===== src/pkg/pdci_defs.vh =====
// register offsets, field positions and reset values for the port control unit
`ifndef PDCI_DEFS_VH
`define PDCI_DEFS_VH

`define PDCI_ADDR_W 3
`define PDCI_OFS_DRIVE 3'h0
`define PDCI_OFS_CLKCTL 3'h1
`define PDCI_OFS_RSVD 3'h2
`define PDCI_OFS_EXT_INTERRUPT_CONTROL 3'h3
`define PDCI_OFS_IRQ_STAT 3'h4
`define PDCI_OFS_IRQ_MASK 3'h5

`define PDCI_DRV_K 7
`define PDCI_DRV_E 4
`define PDCI_DRV_B 1
`define PDCI_DRV_A 0
`define PDCI_DRV_MASK 8'h93

`define PDCI_CLK_OFF 7
`define PDCI_X2_OFF 6
`define PDCI_PRESCALE 5
`define PDCI_DIV_HI 4
`define PDCI_DIV_LO 0

`define PDCI_IRQ_EDGE 7
`define PDCI_IRQ_CONN 6

`define PDCI_DRIVE_RST 8'h00
`define PDCI_CLKCTL_RST 8'hc0
`define PDCI_EXT_INTERRUPT_CONTROL_RST 8'h40
`define PDCI_ZERO8 8'h00
`define PDCI_PRESCALE_LAST 4'hf

`define PDCI_ST_EDGE 0
`define PDCI_ST_LEVEL 1

`endif


===== src/rtl/pdci_port_ctrl.v =====
// drive select, clock output divider and external interrupt pin control
// Functional notes
// - a port with reduced drive selected drives its outputs at about one fifth strength.
// - a reduced-drive bit has no effect on pins of its port configured as inputs.
// - reduced drive applies whether the pin serves general I/O or an alternative function; here gated by the dir inputs only, not by bus_clock_oe_n.
// - drive register bit 7 selects reduced drive for port K outputs.
// - drive register bit 4 selects reduced drive for port E outputs.
// - drive register bit 1 controls port B and bit 0 controls port A, one meaning reduced.
// - clock control bit 7 set disables the bus clock output, clear enables it.
// - clock control bit 6 set disables the double-rate clock output, clear enables it.
// - clock control bits 4 to 0 divide the bus clock by the field value plus one.
// - clock control bit 5 set adds a divide-by-16 stage after the field divider.
// - the reserved register reads zero and ignores writes.
// - the edge-select bit is writable once after reset in normal mode, always in special mode.
// - with edge select set a falling edge on the pin is held until reset or service.
// - with edge select clear the request is recognised while the pin is low.
// - interrupt control bit 6 connects the pin to the interrupt logic, read and write anytime.
// - an enabled bus clock output overrides general I/O use of its shared pin.
`timescale 1ns/1ns
`include "pdci_defs.vh"

module pdci_port_ctrl #(
    parameter PORT_W = 8
) (
    input wire clk,
    input wire sys_rst,
    input wire [`PDCI_ADDR_W-1:0] reg_addr,
    input wire [7:0] reg_wdata,
    input wire reg_wr,
    input wire reg_rd,
    output reg [7:0] reg_rdata,
    input wire special_mode,
    input wire [PORT_W-1:0] dir_a,
    input wire [PORT_W-1:0] dir_b,
    input wire [PORT_W-1:0] dir_e,
    input wire [PORT_W-1:0] dir_k,
    input wire gpio_e4_out,
    input wire gpio_e4_dir,
    input wire irq_pin_n,
    input wire irq_service,
    output reg [PORT_W-1:0] reduce_a,
    output reg [PORT_W-1:0] reduce_b,
    output reg [PORT_W-1:0] reduce_e,
    output reg [PORT_W-1:0] reduce_k,
    output reg bus_clock_out,
    output reg bus_clock_oe_n,
    output reg double_clock_en,
    output reg ext_irq_req,
    output reg irq
);

    reg [7:0] port_drive_strength;
    reg [7:0] clock_output_control;
    reg edge_select;
    reg pin_connect;
    reg edge_written;
    reg [1:0] irq_stat;
    reg [1:0] irq_mask;
    reg pin_meta;
    reg pin_sync;
    reg pin_prev;
    reg edge_pending;
    reg [4:0] div_cnt;
    reg [3:0] pre_cnt;
    reg div_phase;
    reg [5:0] cfg_prev;
    reg [7:0] next_rdata;
    reg next_req;

    wire wr_drive = reg_wr && (reg_addr == `PDCI_OFS_DRIVE);
    wire wr_clkctl = reg_wr && (reg_addr == `PDCI_OFS_CLKCTL);
    wire wr_ext_interrupt_control = reg_wr && (reg_addr == `PDCI_OFS_EXT_INTERRUPT_CONTROL);
    wire wr_stat = reg_wr && (reg_addr == `PDCI_OFS_IRQ_STAT);
    wire wr_mask = reg_wr && (reg_addr == `PDCI_OFS_IRQ_MASK);
    wire [4:0] div_field = clock_output_control[`PDCI_DIV_HI:`PDCI_DIV_LO];
    wire prescale_on = clock_output_control[`PDCI_PRESCALE];
    wire [5:0] cfg_now = {prescale_on, div_field};
    wire fall_seen = pin_prev && !pin_sync;

    // per-pin reduced drive: only pins whose dir bit is set; the clock output enable is not looked at
    function [PORT_W-1:0] drv_gate;
        input sel;
        input [PORT_W-1:0] dir;
        begin
            drv_gate = {PORT_W{sel}} & dir;
        end
    endfunction

    // registers
    always @(posedge clk) begin
        if (sys_rst) begin
            port_drive_strength <= `PDCI_DRIVE_RST;
            clock_output_control <= `PDCI_CLKCTL_RST;
            edge_select <= 1'b0;
            pin_connect <= 1'b1;
            edge_written <= 1'b0;
            irq_mask <= 2'h0;
        end else begin
            if (wr_drive) begin
                port_drive_strength <= reg_wdata & `PDCI_DRV_MASK;
            end
            if (wr_clkctl) begin
                clock_output_control <= reg_wdata;
            end
            if (wr_ext_interrupt_control) begin
                pin_connect <= reg_wdata[`PDCI_IRQ_CONN];
                // second write in normal mode leaves the bit frozen
                if (special_mode || !edge_written) begin
                    edge_select <= reg_wdata[`PDCI_IRQ_EDGE];
                    // a special-mode write must not reopen a spent normal-mode write
                    if (!special_mode) begin
                        edge_written <= 1'b1;
                    end
                end
            end
            if (wr_mask) begin
                irq_mask <= reg_wdata[1:0];
            end
        end
    end

    // read data one cycle after the strobe; reserved and unmapped read zero
    always @* begin
        next_rdata = `PDCI_ZERO8;
        case (reg_addr)
            `PDCI_OFS_DRIVE: begin
                next_rdata = port_drive_strength;
            end
            `PDCI_OFS_CLKCTL: begin
                next_rdata = clock_output_control;
            end
            `PDCI_OFS_RSVD: begin
                next_rdata = `PDCI_ZERO8;
            end
            `PDCI_OFS_EXT_INTERRUPT_CONTROL: begin
                next_rdata[`PDCI_IRQ_EDGE] = edge_select;
                next_rdata[`PDCI_IRQ_CONN] = pin_connect;
            end
            `PDCI_OFS_IRQ_STAT: begin
                next_rdata[1:0] = irq_stat;
            end
            `PDCI_OFS_IRQ_MASK: begin
                next_rdata[1:0] = irq_mask;
            end
            default: begin
                next_rdata = `PDCI_ZERO8;
            end
        endcase
    end

    always @(posedge clk) begin
        if (sys_rst) begin
            reg_rdata <= `PDCI_ZERO8;
        end else if (reg_rd) begin
            reg_rdata <= next_rdata;
        end else begin
            reg_rdata <= `PDCI_ZERO8;
        end
    end

    // drive strength selects, per output pin
    always @(posedge clk) begin
        if (sys_rst) begin
            reduce_a <= {PORT_W{1'b0}};
            reduce_b <= {PORT_W{1'b0}};
            reduce_e <= {PORT_W{1'b0}};
            reduce_k <= {PORT_W{1'b0}};
        end else begin
            reduce_a <= drv_gate(port_drive_strength[`PDCI_DRV_A], dir_a);
            reduce_b <= drv_gate(port_drive_strength[`PDCI_DRV_B], dir_b);
            reduce_e <= drv_gate(port_drive_strength[`PDCI_DRV_E], dir_e);
            reduce_k <= drv_gate(port_drive_strength[`PDCI_DRV_K], dir_k);
        end
    end

    // clock divider; a change of settings restarts from phase zero
    // limitation: divide by 1 cannot toggle faster than clk, so phase is high
    always @(posedge clk) begin
        if (sys_rst) begin
            div_cnt <= 5'h00;
            pre_cnt <= 4'h0;
            div_phase <= 1'b0;
            cfg_prev <= 6'h00;
        end else begin
            cfg_prev <= cfg_now;
            if (cfg_prev != cfg_now) begin
                div_cnt <= 5'h00;
                pre_cnt <= 4'h0;
                div_phase <= 1'b0;
            end else if (div_cnt == div_field) begin
                div_cnt <= 5'h00;
                if (!prescale_on || pre_cnt == `PDCI_PRESCALE_LAST) begin
                    pre_cnt <= 4'h0;
                    div_phase <= 1'b1;
                end else begin
                    pre_cnt <= pre_cnt + 4'h1;
                    div_phase <= 1'b0;
                end
            end else begin
                div_cnt <= div_cnt + 5'h01;
                div_phase <= 1'b0;
            end
        end
    end

    // shared pin: clock output wins over general I/O when enabled
    always @(posedge clk) begin
        if (sys_rst) begin
            bus_clock_out <= 1'b0;
            bus_clock_oe_n <= 1'b1;
            double_clock_en <= 1'b0;
        end else begin
            if (!clock_output_control[`PDCI_CLK_OFF]) begin
                bus_clock_out <= div_phase;
                bus_clock_oe_n <= 1'b0;
            end else begin
                bus_clock_out <= gpio_e4_out;
                bus_clock_oe_n <= !gpio_e4_dir;
            end
            // clk-rate register cannot make 2x; pad logic gates its doubler
            double_clock_en <= !clock_output_control[`PDCI_X2_OFF];
        end
    end

    // interrupt pin sampling and request
    always @(posedge clk) begin
        if (sys_rst) begin
            pin_meta <= 1'b1;
            pin_sync <= 1'b1;
            pin_prev <= 1'b1;
            edge_pending <= 1'b0;
        end else begin
            pin_meta <= irq_pin_n;
            pin_sync <= pin_meta;
            pin_prev <= pin_sync;
            // a new edge in the service cycle is kept
            if (edge_select && pin_connect && fall_seen) begin
                edge_pending <= 1'b1;
            end else if (irq_service || !edge_select) begin
                edge_pending <= 1'b0;
            end
        end
    end

    always @* begin
        if (!pin_connect) begin
            next_req = 1'b0;
        end else if (edge_select) begin
            next_req = edge_pending;
        end else begin
            next_req = !pin_sync;
        end
    end

    // sticky status: bit 0 edge latched, bit 1 level request; set beats clear
    always @(posedge clk) begin
        if (sys_rst) begin
            irq_stat <= 2'h0;
            ext_irq_req <= 1'b0;
            irq <= 1'b0;
        end else begin
            irq_stat[`PDCI_ST_EDGE] <= (edge_select && pin_connect && fall_seen)
                || (irq_stat[`PDCI_ST_EDGE] && !(wr_stat && reg_wdata[`PDCI_ST_EDGE]));
            irq_stat[`PDCI_ST_LEVEL] <= (!edge_select && next_req)
                || (irq_stat[`PDCI_ST_LEVEL] && !(wr_stat && reg_wdata[`PDCI_ST_LEVEL]));
            ext_irq_req <= next_req;
            irq <= |(irq_stat & irq_mask);
        end
    end

endmodule

===== config.mk =====
export PLATFORM = sky130hd
export DESIGN_NAME = pdci_port_ctrl
export DESIGN_NICKNAME = d
export VERILOG_FILES = /design/src/rtl/pdci_port_ctrl.v
export VERILOG_INCLUDE_DIRS = /design/src /design/src/pkg
export SDC_FILE = /design/constraint.sdc
export NUM_CORES = 1
export LEC_CHECK = 0
export BUFFER_PORTS_ARGS = -buffer_cell sky130_fd_sc_hd__clkbuf_2
export CAP_MARGIN = 10
export CORE_ASPECT_RATIO = 0.6
export CORE_UTILIZATION = 49
export CTS_CLUSTER_DIAMETER = 150
export DETAILED_ROUTE_END_ITERATION = 16
export PLACE_DENSITY = 0.8
export SYNTH_ARGS = -nofsm -noshare
export SYNTH_HDL_FRONTEND = slang
export SYNTH_SLANG_ARGS = --single-unit
export TNS_END_PERCENT = 100

===== constraint.sdc =====
create_clock -name clk -period 2 [get_ports clk]
set_input_delay 0.6 -clock clk [delete_from_list [all_inputs] [get_ports clk]]
set_output_delay 0.6 -clock clk [all_outputs]
set_load 0.005 [all_outputs]

### After elaboration in Yosys (flattened, before gate mapping)

Index checks and enable logic that the tools add are counted.

| cells by class | value |
|---|---|
| add/sub/neg operators | 2 |
| bitwise logic cells | 8 |
| equal/unequal tests | 7 |
| multiplexer cells | 11 |
| reduce and logical (&&, ||, !) cells | 35 |

Operators with widths:

| operator | number |
|---|---|
| AND 8 bit | 4 |
| logical AND 1 bit | 13 |
| zero test 1 bit | 8 |
| case mux 2 bit (4 select lines) | 1 |
| case mux 4 bit (2 select lines) | 1 |
| two-way mux 1 bit | 7 |
| equality test 3 bit (second input constant) | 2 |
| != test 6 bit | 1 |
| case mux 2 bit (3 select lines) | 1 |
| OR reduction 2 bit | 3 |
| OR reduction 3 bit | 2 |
| adder 5 x 1 -> 5 bit (second input constant) | 1 |
| equality test 5 bit | 1 |
| logical OR 1 bit | 5 |
| adder 4 x 1 -> 4 bit (second input constant) | 1 |
| equality test 4 bit (second input constant) | 1 |
| two-way mux 4 bit | 1 |
| equality test 3 x 1 -> 1 bit (second input constant) | 1 |
| equality test 3 x 2 -> 1 bit (second input constant) | 1 |
| zero test 3 bit | 1 |
| NOT 1 bit | 3 |
| AND reduction 3 bit | 1 |
| AND 2 bit | 1 |
| AND reduction 2 bit | 1 |
| nonzero test 2 bit | 1 |

| word-level totals | value |
|---|---|
| output and inout bits | 45 |
| logic and storage cells | 88 |
| bits of input ports | 52 |
| register bits after elaboration | 84 |

### Longest topological paths before layout

Gate-level depths: netlist of run 1.

| logic depth | value |
|---|---|
| depth in word-level cells | 6 |
| depth in mapped cells | 5 |
| depth with buffers taken out | 5 |

### Worst setup path before layout of run 1

No wires, ideal clock.

| path | value |
|---|---|
| path kind | input to register |
| start point | input reg_addr[2] |
| end point | register reg_rdata[0] |
| path slack | 0.410 ns |
| data arrival time | 1.468 ns |
| required time | 1.878 ns |
| stages | 3 |
| setup time | 0.122 ns |
| buffers on the path | 1 |
| path through | buf_2 mux4_1 nor3b_1 |

| on the way | value |
|---|---|
| word-level cells in the longest chain between the ends | 2 |
| elaborated cells on any way between the ends | 5 |
| classes of those cells | eq/ne (3); mux (1); reduce/logical (1) |

RTL lines:

| what | line | text |
|---|---|---|
| start, declared | pdci_port_ctrl.v:27 | `` input wire [`PDCI_ADDR_W-1:0] reg_addr, `` |
| equality test 3 bit, or another cell as far along | pdci_port_ctrl.v:125 | `case (reg_addr)` |
| case mux 2 bit (4 select lines) * | pdci_port_ctrl.v:125 |  |
| end signal, assigned | pdci_port_ctrl.v:153 | `` reg_rdata <= `PDCI_ZERO8; `` |
| end signal, assigned | pdci_port_ctrl.v:155 | `reg_rdata <= next_rdata;` |
| end signal, assigned | pdci_port_ctrl.v:157 | `` reg_rdata <= `PDCI_ZERO8; `` |
| end, declared | pdci_port_ctrl.v:31 | `output reg [7:0] reg_rdata,` |

Every way passes the cells marked *; elsewhere a longest branch is shown, timed or not.
A chain may end at the register's enable or synchronous reset.

### Worst setup path in the final report of run 1

| path | value |
|---|---|
| start point | register clock_output_control[2] |
| end point | register pre_cnt[2] |

| on the way | value |
|---|---|
| word-level cells in the longest chain between the ends | 2 |
| elaborated cells on any way between the ends | 3 |
| classes of those cells | eq/ne (2); reduce/logical (1) |

RTL lines:

| what | line | text |
|---|---|---|
| start, declared | pdci_port_ctrl.v:53 | `reg [7:0] clock_output_control;` |
| start signal, assigned | pdci_port_ctrl.v:93 | `` clock_output_control <= `PDCI_CLKCTL_RST; `` |
| start signal, assigned | pdci_port_ctrl.v:103 | `clock_output_control <= reg_wdata;` |
| != test 6 bit | pdci_port_ctrl.v:186 | `if (cfg_prev != cfg_now) begin` |
| OR reduction 2 bit (no line) | n/a |  |
| end signal, assigned | pdci_port_ctrl.v:196 | `pre_cnt <= pre_cnt + 4'h1;` |
| end, declared | pdci_port_ctrl.v:64 | `reg [3:0] pre_cnt;` |

Several ways; a longest one is shown, not always the timed one.

==> flow_summary_export.csv, run 1 <==
group,metric,value,unit
clock_network,clock_latency,0.35,ns
floorplanning,initial_core_util,51.8,%
placed_design,place_congestion,0.829,
global_route,antenna_found_initial,0,
critical_path,slowest_stage,"or4_1",
floorplanning,dieWidth,102,um
global_route,grt_remaining_overflow,0,
timing,setup_viol_count_final,0,
critical_path,critPathKind,"reg -> reg",
timing,rsz0062_at_grt,"false",
global_route,grt_usage,19.5,%
timing,final.period_utilization,78.7,%
floorplanning,pin_count,97,
global_route,grt_pass1_wl,9.03,mm
synth,synthCells,280,
clock_network,cts_tree,"done",
synth,yosysWarningCount,0,
synth,yosys_register_bits,84,
placed_design,place_hpwl,4.30,mm
timing,period_needed,1.57,ns
critical_path,path_cells,"xnor2_1, nand2_1, or4_1, a21oi_1",
run,max-cap-violations,0,
power_and_ir_drop,vdd_ir_drop_max,520,uV
placed_design,dp_slack,0.206,ns
synth,netlist_area,2920,um2
drt,drc_errors,0,
synth,ys_types,42,
power_and_ir_drop,powerDensity,884,nW/um2
synth,synth_nets,334,
clock_network,clk_path_buf_depth,2,
clock_network,post_cts_buffers,0,
drt,avgViaCountPerCell,4.78,
synth,yosys_most_used_dff,"dfxtp_1",
floorplanning,rows,21,
drt,ant_nets,0,
finish,num_antenna_cells,0,
finish,final_cell_mix,"clkbuf_2, dfxtp_1, and2_1, nand2_1, nor2_1",
timing,slew_headroom,70.4,%
clock_network,hold_buffers,0,
critical_path,critPathLaunchType,"register",
clock_network,ctsRootBufferMaster,"clkbuf_8",
drt,drt_wl_total,5.92,mm
hold_path,hold_depth,1,
clock_network,cts_resized,0,
critical_path,crit_fanout,9,
critical_path,r2r_cells,4,
synth,synth_edf_count,0,
critical_path,cp.arrival,1.86,ns
timing,skew,0.00249,ns
drt,drtIter0Drc,86,
finish,final_common_cell,"clkbuf_2",
clock_network,path_clk_slew,0.08,ns
critical_path,cp.required,2.28,ns
synth,avgSynthCellArea,10.4,um2
finish,drive_gt1_share,31.2,%
finish,nets,434,
clock_network,cts_made_buffers,9,
drt,dr.pass1.iters,4,
timing,max_freq,0.635,GHz
global_route,grt_pass1_vias,1911,
critical_path,worst_path_largest_cell_delay,0.54,ns
timing,setup_slack,0.426,ns
placed_design,port_buffers,96,
timing,tightestPinTransition,0.442,ns
critical_path,end_kind,"register",
floorplanning,dieArea,6290,um2
drt,num_vias,2221,
timing,slew_violations,0,
drt,post_drt_wl_per_cell,12.7,um
floorplanning,core-area,5650,um2
timing,setup_tns,0,ns
synth,synth-seq-area-share,57.5,%
clock_network,cts.sinks,84,
floorplanning,die_y,61.8,um
synth,async_flop_share,0,%
hold_path,hold_class,"reg -> reg",
global_route,grt_max_degree,34,
clock_network,h-tree-depth,3,
power_and_ir_drop,p_leak,0.00170,uW
timing,finalHoldViolCount,0,
run_status,status,"complete, no violations",
finish,area_growth,26.9,%
metrics by stage:
step	cells	hold slack, ns	area (um2)	utilization, %	power (uW)
floorplan	280	0.389	2920	-	1850
global placement	449	0.398	3480	61.6	1940
detailed placement	449	0.399	3480	61.6	1940
CTS	465	0.414	3710	65.7	3300
global route	465	0.412	3710	65.7	3410
finish	465	0.417	3710	65.7	3280
worst paths after layout:
check | startpoint | to | slack [ns]
setup reg to reg | clock_output_control[2] | pre_cnt[2] | 0.43
hold reg to reg | pin_meta | pin_sync | 0.42
hold / removal | pin_meta | pin_sync | 0.42
setup / recovery | clock_output_control[2] | pre_cnt[2] | 0.43
power breakdown:
part           switching, uW  total [uW]  internal (uW)  leakage [uW]
clock network            624        1380            752      0.000119
logic                   96.8         183           86.1      0.000904
registers               19.8        1720           1700      0.000680
total                    740        3280           2540       0.00170
cells in the mapped netlist, types with 4 or more instances:
cell type  number  area share, %
dfxtp_1        84             58
and2_1         32            6.8
nand2_1        23            3.0
nor2_1         22            2.8
a21oi_1        13            2.2
mux2i_1        11            3.8
nor2b_1         9            1.9
xnor2_1         9            2.7
inv_1           6           0.77
nand3_1         6            1.0
nor3_1          6            1.0
nor3b_1         6            1.5
clkbuf_1        5           0.64
xor2_1          5            1.5
and3_1          4           0.86
cell type report:
| class | instances | area [um2] |
|---|---|---|
| fillers | 469 | 1940 |
| clock inverters | 6 | 93.8 |
| inverters | 6 | 22.5 |
| clock buffers | 10 | 138 |
| well taps | 80 | 100 |
| repair buffers | 97 | 488 |
| flip-flops and latches | 84 | 1680 |
| multi-input cells | 182 | 1190 |
sequential cells by signal, indices dropped and copies added (netlist names), 2 cells and up:
| signal | cells |
|---|---|
| port_drive_strength | 4 |
| reduce_a | 8 |
| irq_stat | 2 |
| pre_cnt | 4 |
| irq_mask | 2 |
| cfg_prev | 6 |
| div_cnt | 5 |
| reduce_e | 8 |
| reg_rdata | 8 |
| reduce_b | 8 |
| reduce_k | 8 |
| clock_output_control | 8 |
worst max-delay path: cells and delay by family (launching register included):
family	cells	cell delay [ns]
XOR/XNOR	1	0.15
AND/OR/NAND/NOR	2	0.73
AO/OA/AOI/OAI	1	0.17
flip-flops	1	0.46
logic make-up (layout without fill, tap and decap cells):
family	Yosys count	count (layout)	share of synthesized area, %
fa+ha+maj	2	2	0.856
compound gates	23	23	4.66
buf+inv	14	119	1.93
flops	84	84	57.5
xor+xnor	14	14	4.19
mux	13	13	5.43
simple gates	130	130	25.4
per-layer routing:
layer,GRT usage (%),share of wire [%],up-vias
li1,-,-,1138
met1,26.5,52,982
met2,28.3,38,92
met3,7.16,9.0,9
met4,8.07,0.96,0
met5,0,0,-
Power figures use the tool's default switching activity.
==> inputs of run 2 (changes only) <==
--- a/config.mk
+++ b/config.mk
@@ -9,10 +9,10 @@
 export BUFFER_PORTS_ARGS = -buffer_cell sky130_fd_sc_hd__clkbuf_2
 export CAP_MARGIN = 10
 export CORE_ASPECT_RATIO = 0.6
-export CORE_UTILIZATION = 49
+export CORE_UTILIZATION = 45
 export CTS_CLUSTER_DIAMETER = 150
 export DETAILED_ROUTE_END_ITERATION = 16
-export PLACE_DENSITY = 0.8
+export PLACE_DENSITY = 0.77
 export SYNTH_ARGS = -nofsm -noshare
 export SYNTH_HDL_FRONTEND = slang
 export SYNTH_SLANG_ARGS = --single-unit
==> constraint.sdc (replaced) <==
create_clock -name clk -period 1.35 [get_ports clk]
set_input_delay 0.405 -clock clk [delete_from_list [all_inputs] [get_ports clk]]
set_output_delay 0.405 -clock clk [all_outputs]
set_load 0.005 [all_outputs]
==> run 2 against run 1 <==
  * The run now ends with negative setup slack left
  * Final cell count rose by 10%
  * Worst setup slack got worse by 0.56 ns
  * Maximum frequency rose by 6.0%
  * Via count rose by 10%
  * Clock power rose by 25%
  * Worst hold slack got worse by 0.18 ns
  * Core utilization rose by 1.5 points
  * Global-route usage rose by 1.3 points
  * Combinational power rose by 130%
  * Sequential share of layout area fell by 4.5 points
  * Critical path depth did not move
  * Cell area rose by 12%
  * Largest power group unchanged
==> flow_summary_export.csv, run 2 (same netlist as run 1, synthesis figures left out) <==
group,metric,value,unit
critical_path,critPathKind,"reg -> reg",
drt,drc_errors,0,
finish,postLayoutCoreUtil,67.1,%
drt,dr.pass1.iters,4,
floorplanning,die_y,64.4,um
critical_path,critPathLaunchType,"register",
hold_path,hold_class,"in -> reg",
finish,final_cell_mix,"clkbuf_2, dfxtp_1, buf_4, and2_1",
timing,setup_slack,-0.135,ns
timing,slew_violations,0,
floorplanning,pin_count,97,
global_route,grt_max_degree,32,
hold_path,min_to,"pin_meta",
run,max-cap-violations,0,
power_and_ir_drop,vdd_ir_drop_max,535,uV
placed_design,place_hpwl,4.91,mm
floorplanning,dieArea,6830,um2
finish,nets,478,
timing,finalHoldViolCount,0,
floorplanning,initial_core_util,47.2,%
clock_network,clk_path_buf_depth,2,
finish,drive_gt1_share,44.3,%
drt,num_vias,2449,
timing,max_freq,0.673,GHz
placed_design,port_buffers,96,
drt,avgViaCountPerCell,4.77,
clock_network,clock_latency,0.36,ns
clock_network,cts_made_buffers,9,
drt,drtIter0Drc,118,
clock_network,ctsRootBufferMaster,"clkbuf_8",
critical_path,cp.required,1.64,ns
drt,post_drt_wl_per_cell,13.8,um
floorplanning,dieWidth,106,um
clock_network,cts.sinks,84,
timing,tightestPinTransition,0.409,ns
global_route,grt_usage,20.8,%
timing,setup_tns,-0.861,ns
hold_path,hold_depth,2,
timing,setup_viol_count_final,10,
critical_path,r2r_slack,-0.13,ns
critical_path,cp.arrival,1.77,ns
critical_path,r2r_cells,4,
global_route,grt_remaining_overflow,0,
timing,skew,0.00739,ns
placed_design,place_congestion,0.840,
clock_network,hold_buffers,0,
clock_network,cts_tree,"done",
global_route,grt_pass1_wl,10.7,mm
global_route,grt_pass1_vias,2226,
timing,final.period_utilization,110,%
power_and_ir_drop,p_leak,0.00191,uW
global_route,antenna_found_initial,0,
finish,area_growth,42.2,%
finish,num_antenna_cells,0,
clock_network,path_clk_slew,0.09,ns
finish,final_common_cell,"clkbuf_2",
critical_path,end_kind,"register",
drt,ant_nets,0,
floorplanning,rows,22,
critical_path,reg2reg_from,"clock_output_control[2]",
run_status,violations,"negative setup slack",
timing,slew_headroom,72.7,%
power_and_ir_drop,powerDensity,1120,nW/um2
critical_path,reg2reg_to,"pre_cnt[2]",
drt,drt_wl_total,7.10,mm
clock_network,h-tree-depth,3,
timing,rsz0062_at_grt,"true",
critical_path,crit_fanout,7,
timing,period_needed,1.48,ns
run_status,status,"finished with violations",
floorplanning,core-area,6190,um2
hold_path,holdCritStartpoint,"irq_pin_n",
[run 2: worst max-delay path by stage]
stage,startpoint,endpoint,slack (ns),cells after the start
after global routing,clock_output_control[2],pre_cnt[2],-0.19,4
after floorplan,clock_output_control[2],pre_cnt[2],0.005,4
after global placement,sys_rst,div_phase,-0.12,4
final,clock_output_control[2],pre_cnt[2],-0.13,4
after CTS,clock_output_control[3],div_phase,-0.06,4
after detailed placement,sys_rst,div_cnt[2],-0.21,4
[run 2: worst max-delay path: stages, from the launching register on]
cell	delay [ns]
dfxtp_4	0.37
xnor2_2	0.16
nand2_2	0.13
or4_1	0.60
a21oi_2	0.17
[run 2: area by class of cell]
type | count | area (um2)
sequential | 84 | 1700
fill | 475 | 2040
inverter | 6 | 22.5
clock buffer | 11 | 151
timing repair buffer | 140 | 811
tap | 84 | 105
clock inverter | 5 | 43.8
multi-input combinational | 183 | 1330
[run 2: through the flow]
stage | instance area [um2] | std cells | power, uW | hold slack [ns] | setup slack [ns]
after global routing | 4160 | 513 | 4850 | 0.220 | -0.186
after detailed placement | 3730 | 486 | 2930 | 0.417 | -0.206
after CTS | 4020 | 507 | 4670 | 0.219 | -0.0577
final | 4160 | 513 | 4670 | 0.234 | -0.135
after global placement | 3730 | 486 | 2920 | 0.395 | -0.125
after floorplan | 2930 | 280 | 2740 | 0.389 | 0.00539
[run 2: where the power goes]
part / internal [uW] / switching, uW
clock network: 791 / 927
registers: 2510 / 25.9
logic: 222 / 194
total: 3530 / 1150
[run 2: metal layers]
| layer | global-route usage (%) | part of all wire [%] | vias to the layer above |
|---|---|---|---|
| met3 | 7.75 | 7.4 | 12 |
| met4 | 7.81 | 1.9 | 0 |
| met5 | 0 | 0 | - |
| met2 | 31.0 | 44 | 99 |
| met1 | 27.6 | 47 | 1109 |
| li1 | - | - | 1229 |
[run 2: timing repair]
action                                  in CTS  in global routing
endpoints found under the setup margin      10                 10
resized for setup                           14                 19
buffers inserted                             4                  6
cloned                                       1                  0
pin swaps                                   14                 12
==> inputs of run 3 (changes only) <==
--- a/config.mk
+++ b/config.mk
@@ -9,10 +9,12 @@
 export BUFFER_PORTS_ARGS = -buffer_cell sky130_fd_sc_hd__clkbuf_2
 export CAP_MARGIN = 10
 export CORE_ASPECT_RATIO = 0.6
-export CORE_UTILIZATION = 45
+export CORE_UTILIZATION = 25
 export CTS_CLUSTER_DIAMETER = 150
+export CTS_CLUSTER_SIZE = 14
 export DETAILED_ROUTE_END_ITERATION = 16
-export PLACE_DENSITY = 0.77
+export PLACE_DENSITY = 0.49
+export REMOVE_ABC_BUFFERS = 1
 export SYNTH_ARGS = -nofsm -noshare
 export SYNTH_HDL_FRONTEND = slang
 export SYNTH_SLANG_ARGS = --single-unit
==> run 3 against run 2 <==
  * The run still ends with negative setup slack left
  * Count of clock-buffer cells in the layout grew 1
  * Worst hold slack better by 0.027 ns
  * Core utilization shrank 29 points
  * Worst setup slack improved by 0.088 ns
  * Via count decreased by 0.90%
  * Clock power rose by 30%
  * Critical endpoint is now div_phase
  * Largest cell class unchanged
==> flow_summary_export.csv, run 3 (same netlist as run 1, synthesis figures left out) <==
group,metric,value,unit
global_route,grt_usage,12.9,%
clock_network,cts_made_buffers,9,
critical_path,r2r_slack,-0.05,ns
timing,period_needed,1.40,ns
power_and_ir_drop,comb_power_share,7.7,%
timing,slew_violations,0,
run,max-cap-violations,0,
timing,finalHoldViolCount,0,
run_status,violations,"negative setup slack",
critical_path,reg2reg_to,"div_phase",
power_and_ir_drop,vdd_ir_drop_max,511,uV
drt,dr.pass1.iters,4,
placed_design,dp_slack,-0.168,ns
placed_design,place_congestion,0.726,
critical_path,end_kind,"register",
finish,fillers,1210,
floorplanning,pin_count,97,
power_and_ir_drop,power.total,5190,uW
drt,avgViaCountPerCell,4.13,
floorplanning,rows,30,
critical_path,critPathLaunchType,"register",
timing,max_freq,0.716,GHz
finish,area_growth,45.9,%
hold_path,hold_class,"in -> reg",
timing,rsz0062_at_grt,"true",
timing,final.period_utilization,104,%
global_route,grt_pass1_vias,2377,
drt,post_drt_wl_per_cell,12.7,um
clock_network,ctsRootBufferMaster,"clkbuf_16",
timing,setup_viol_count_final,8,
floorplanning,dieWidth,142,um
floorplanning,initial_core_util,25.8,%
drt,num_vias,2427,
timing,tightestPinTransition,0.443,ns
global_route,antenna_found_initial,0,
power_and_ir_drop,intPower,4020,uW
drt,ant_nets,0,
critical_path,reg2reg_from,"clock_output_control[1]",
critical_path,cp.arrival,1.67,ns
finish,multi_input_area,1260,um2
finish,drive_gt1_share,42.6,%
clock_network,cts_tree,"done",
power_and_ir_drop,p_leak,0.00193,uW
finish,post-route-cell-area,4270,um2
power_and_ir_drop,powerDensity,1220,nW/um2
power_and_ir_drop,clkPwrFrac,43.2,%
placed_design,dpl_cell_area,3880,um2
power_and_ir_drop,seqPwrFrac,49.1,%
drt,drt_wl_total,7.45,mm
timing,skew,0.00484,ns
placed_design,place_hpwl,5.72,mm
floorplanning,core-area,11300,um2
floorplanning,dieArea,12100,um2
floorplanning,die_y,85.8,um
clock_network,cts.sinks,84,
critical_path,slowest_stage,"dfxtp_2",
critical_path,startpoint,"clock_output_control[1]",
finish,num_antenna_cells,0,
power_and_ir_drop,p_sw_share,22.4,%
clock_network,path_clk_slew,0.06,ns
global_route,grt_max_degree,19,
hold_path,holdCritStartpoint,"irq_pin_n",
run_status,status,"finished with violations",
critical_path,path_cells,"xor2_1, nor4_2, nand4_2, buf_6, and3b_1",
drt,drtIter0Drc,85,
critical_path,endpoint,"div_phase",
drt,drc_errors,0,
critical_path,r2r_cells,5,
clock_network,clk_path_buf_depth,2,
clock_network,hold_buffers,0,
critical_path,cp.required,1.62,ns
critical_path,critPathKind,"reg -> reg",
global_route,grt_remaining_overflow,0,
timing,slew_headroom,70.4,%
critical_path,worst_path_largest_cell_delay,0.34,ns
finish,final_common_cell,"clkbuf_2",
timing,setup_slack,-0.0474,ns
clock_network,h-tree-depth,3,
finish,nets,476,
power_and_ir_drop,switchingPower,1160,uW
timing,holdWs,0.261,ns
finish,seqCellArea,1690,um2
clock_network,clock_latency,0.33,ns
critical_path,crit_fanout,5,
placed_design,port_buffers,96,
global_route,grt_pass1_wl,12.0,mm
finish,final_cell_mix,"clkbuf_2, dfxtp_1, buf_4, and2_1",
==> run 3: repair_timing <==
action	in CTS	in global routing
gates cloned	1	0
endpoints found under the setup margin	10	10
pin swaps	13	11
gates resized for setup	16	9
setup buffers	2	0
==> run 3: area by class of cell <==
class / instances / share of cell area, %
clock buffers: 12 / 5.78
repair buffers: 139 / 19.3
multi-input cells: 182 / 29.5
well taps: 160 / 4.69
flip-flops and latches: 84 / 39.6
clock inverters: 4 / 0.587
inverters: 6 / 0.528
==> run 3: worst max-delay path, delay by kind of cell, from the launching register on <==
family / cells / cell delay, ns
xor+xnor: 1 / 0.17
buf+inv: 1 / 0.19
flops: 1 / 0.34
simple gates: 3 / 0.63
==> run 3: how the worst min path moves through the flow <==
| stage | endpoint | slack (ns) | cells past startpoint |
|---|---|---|---|
| 6_report | pin_meta | 0.26 | 2 |
| 2_1_floorplan | pin_sync | 0.39 | 1 |
| 4_1_cts | pin_meta | 0.25 | 2 |
| 5_1_grt | pin_meta | 0.25 | 2 |
| 3_5_place_dp | pin_sync | 0.40 | 1 |
| 3_3_place_gp | pin_sync | 0.39 | 1 |
==> run 3: power groups by stage <==
stage               logic (uW)  clock network (uW)  registers [uW]
floorplan                  117                   0            2600
global route               443                2430            2550
CTS                        401                2330            2550
finish                     400                2240            2550
detailed placement         365                   0            2600
global placement           360                   0            2600
==> run 3: per-layer routing <==
metal | routed length (um) | GRT usage [%] | share of wire, %
met3 | 687 | 5.30 | 9.2
met1 | 3810 | 17.7 | 51
met4 | 24 | 2.93 | 0.32
met5 | 0 | 0 | 0
met2 | 2930 | 18.8 | 39
==> run 3: through the flow <==
stage,cells,setup TNS (ns),util [%]
after global routing,587,-0.944,37.6
after global placement,568,-3.00,34.3
after detailed placement,568,-4.35,34.3
after CTS,587,-0.264,37.4
after floorplan,272,0,-
final,587,-0.230,37.6
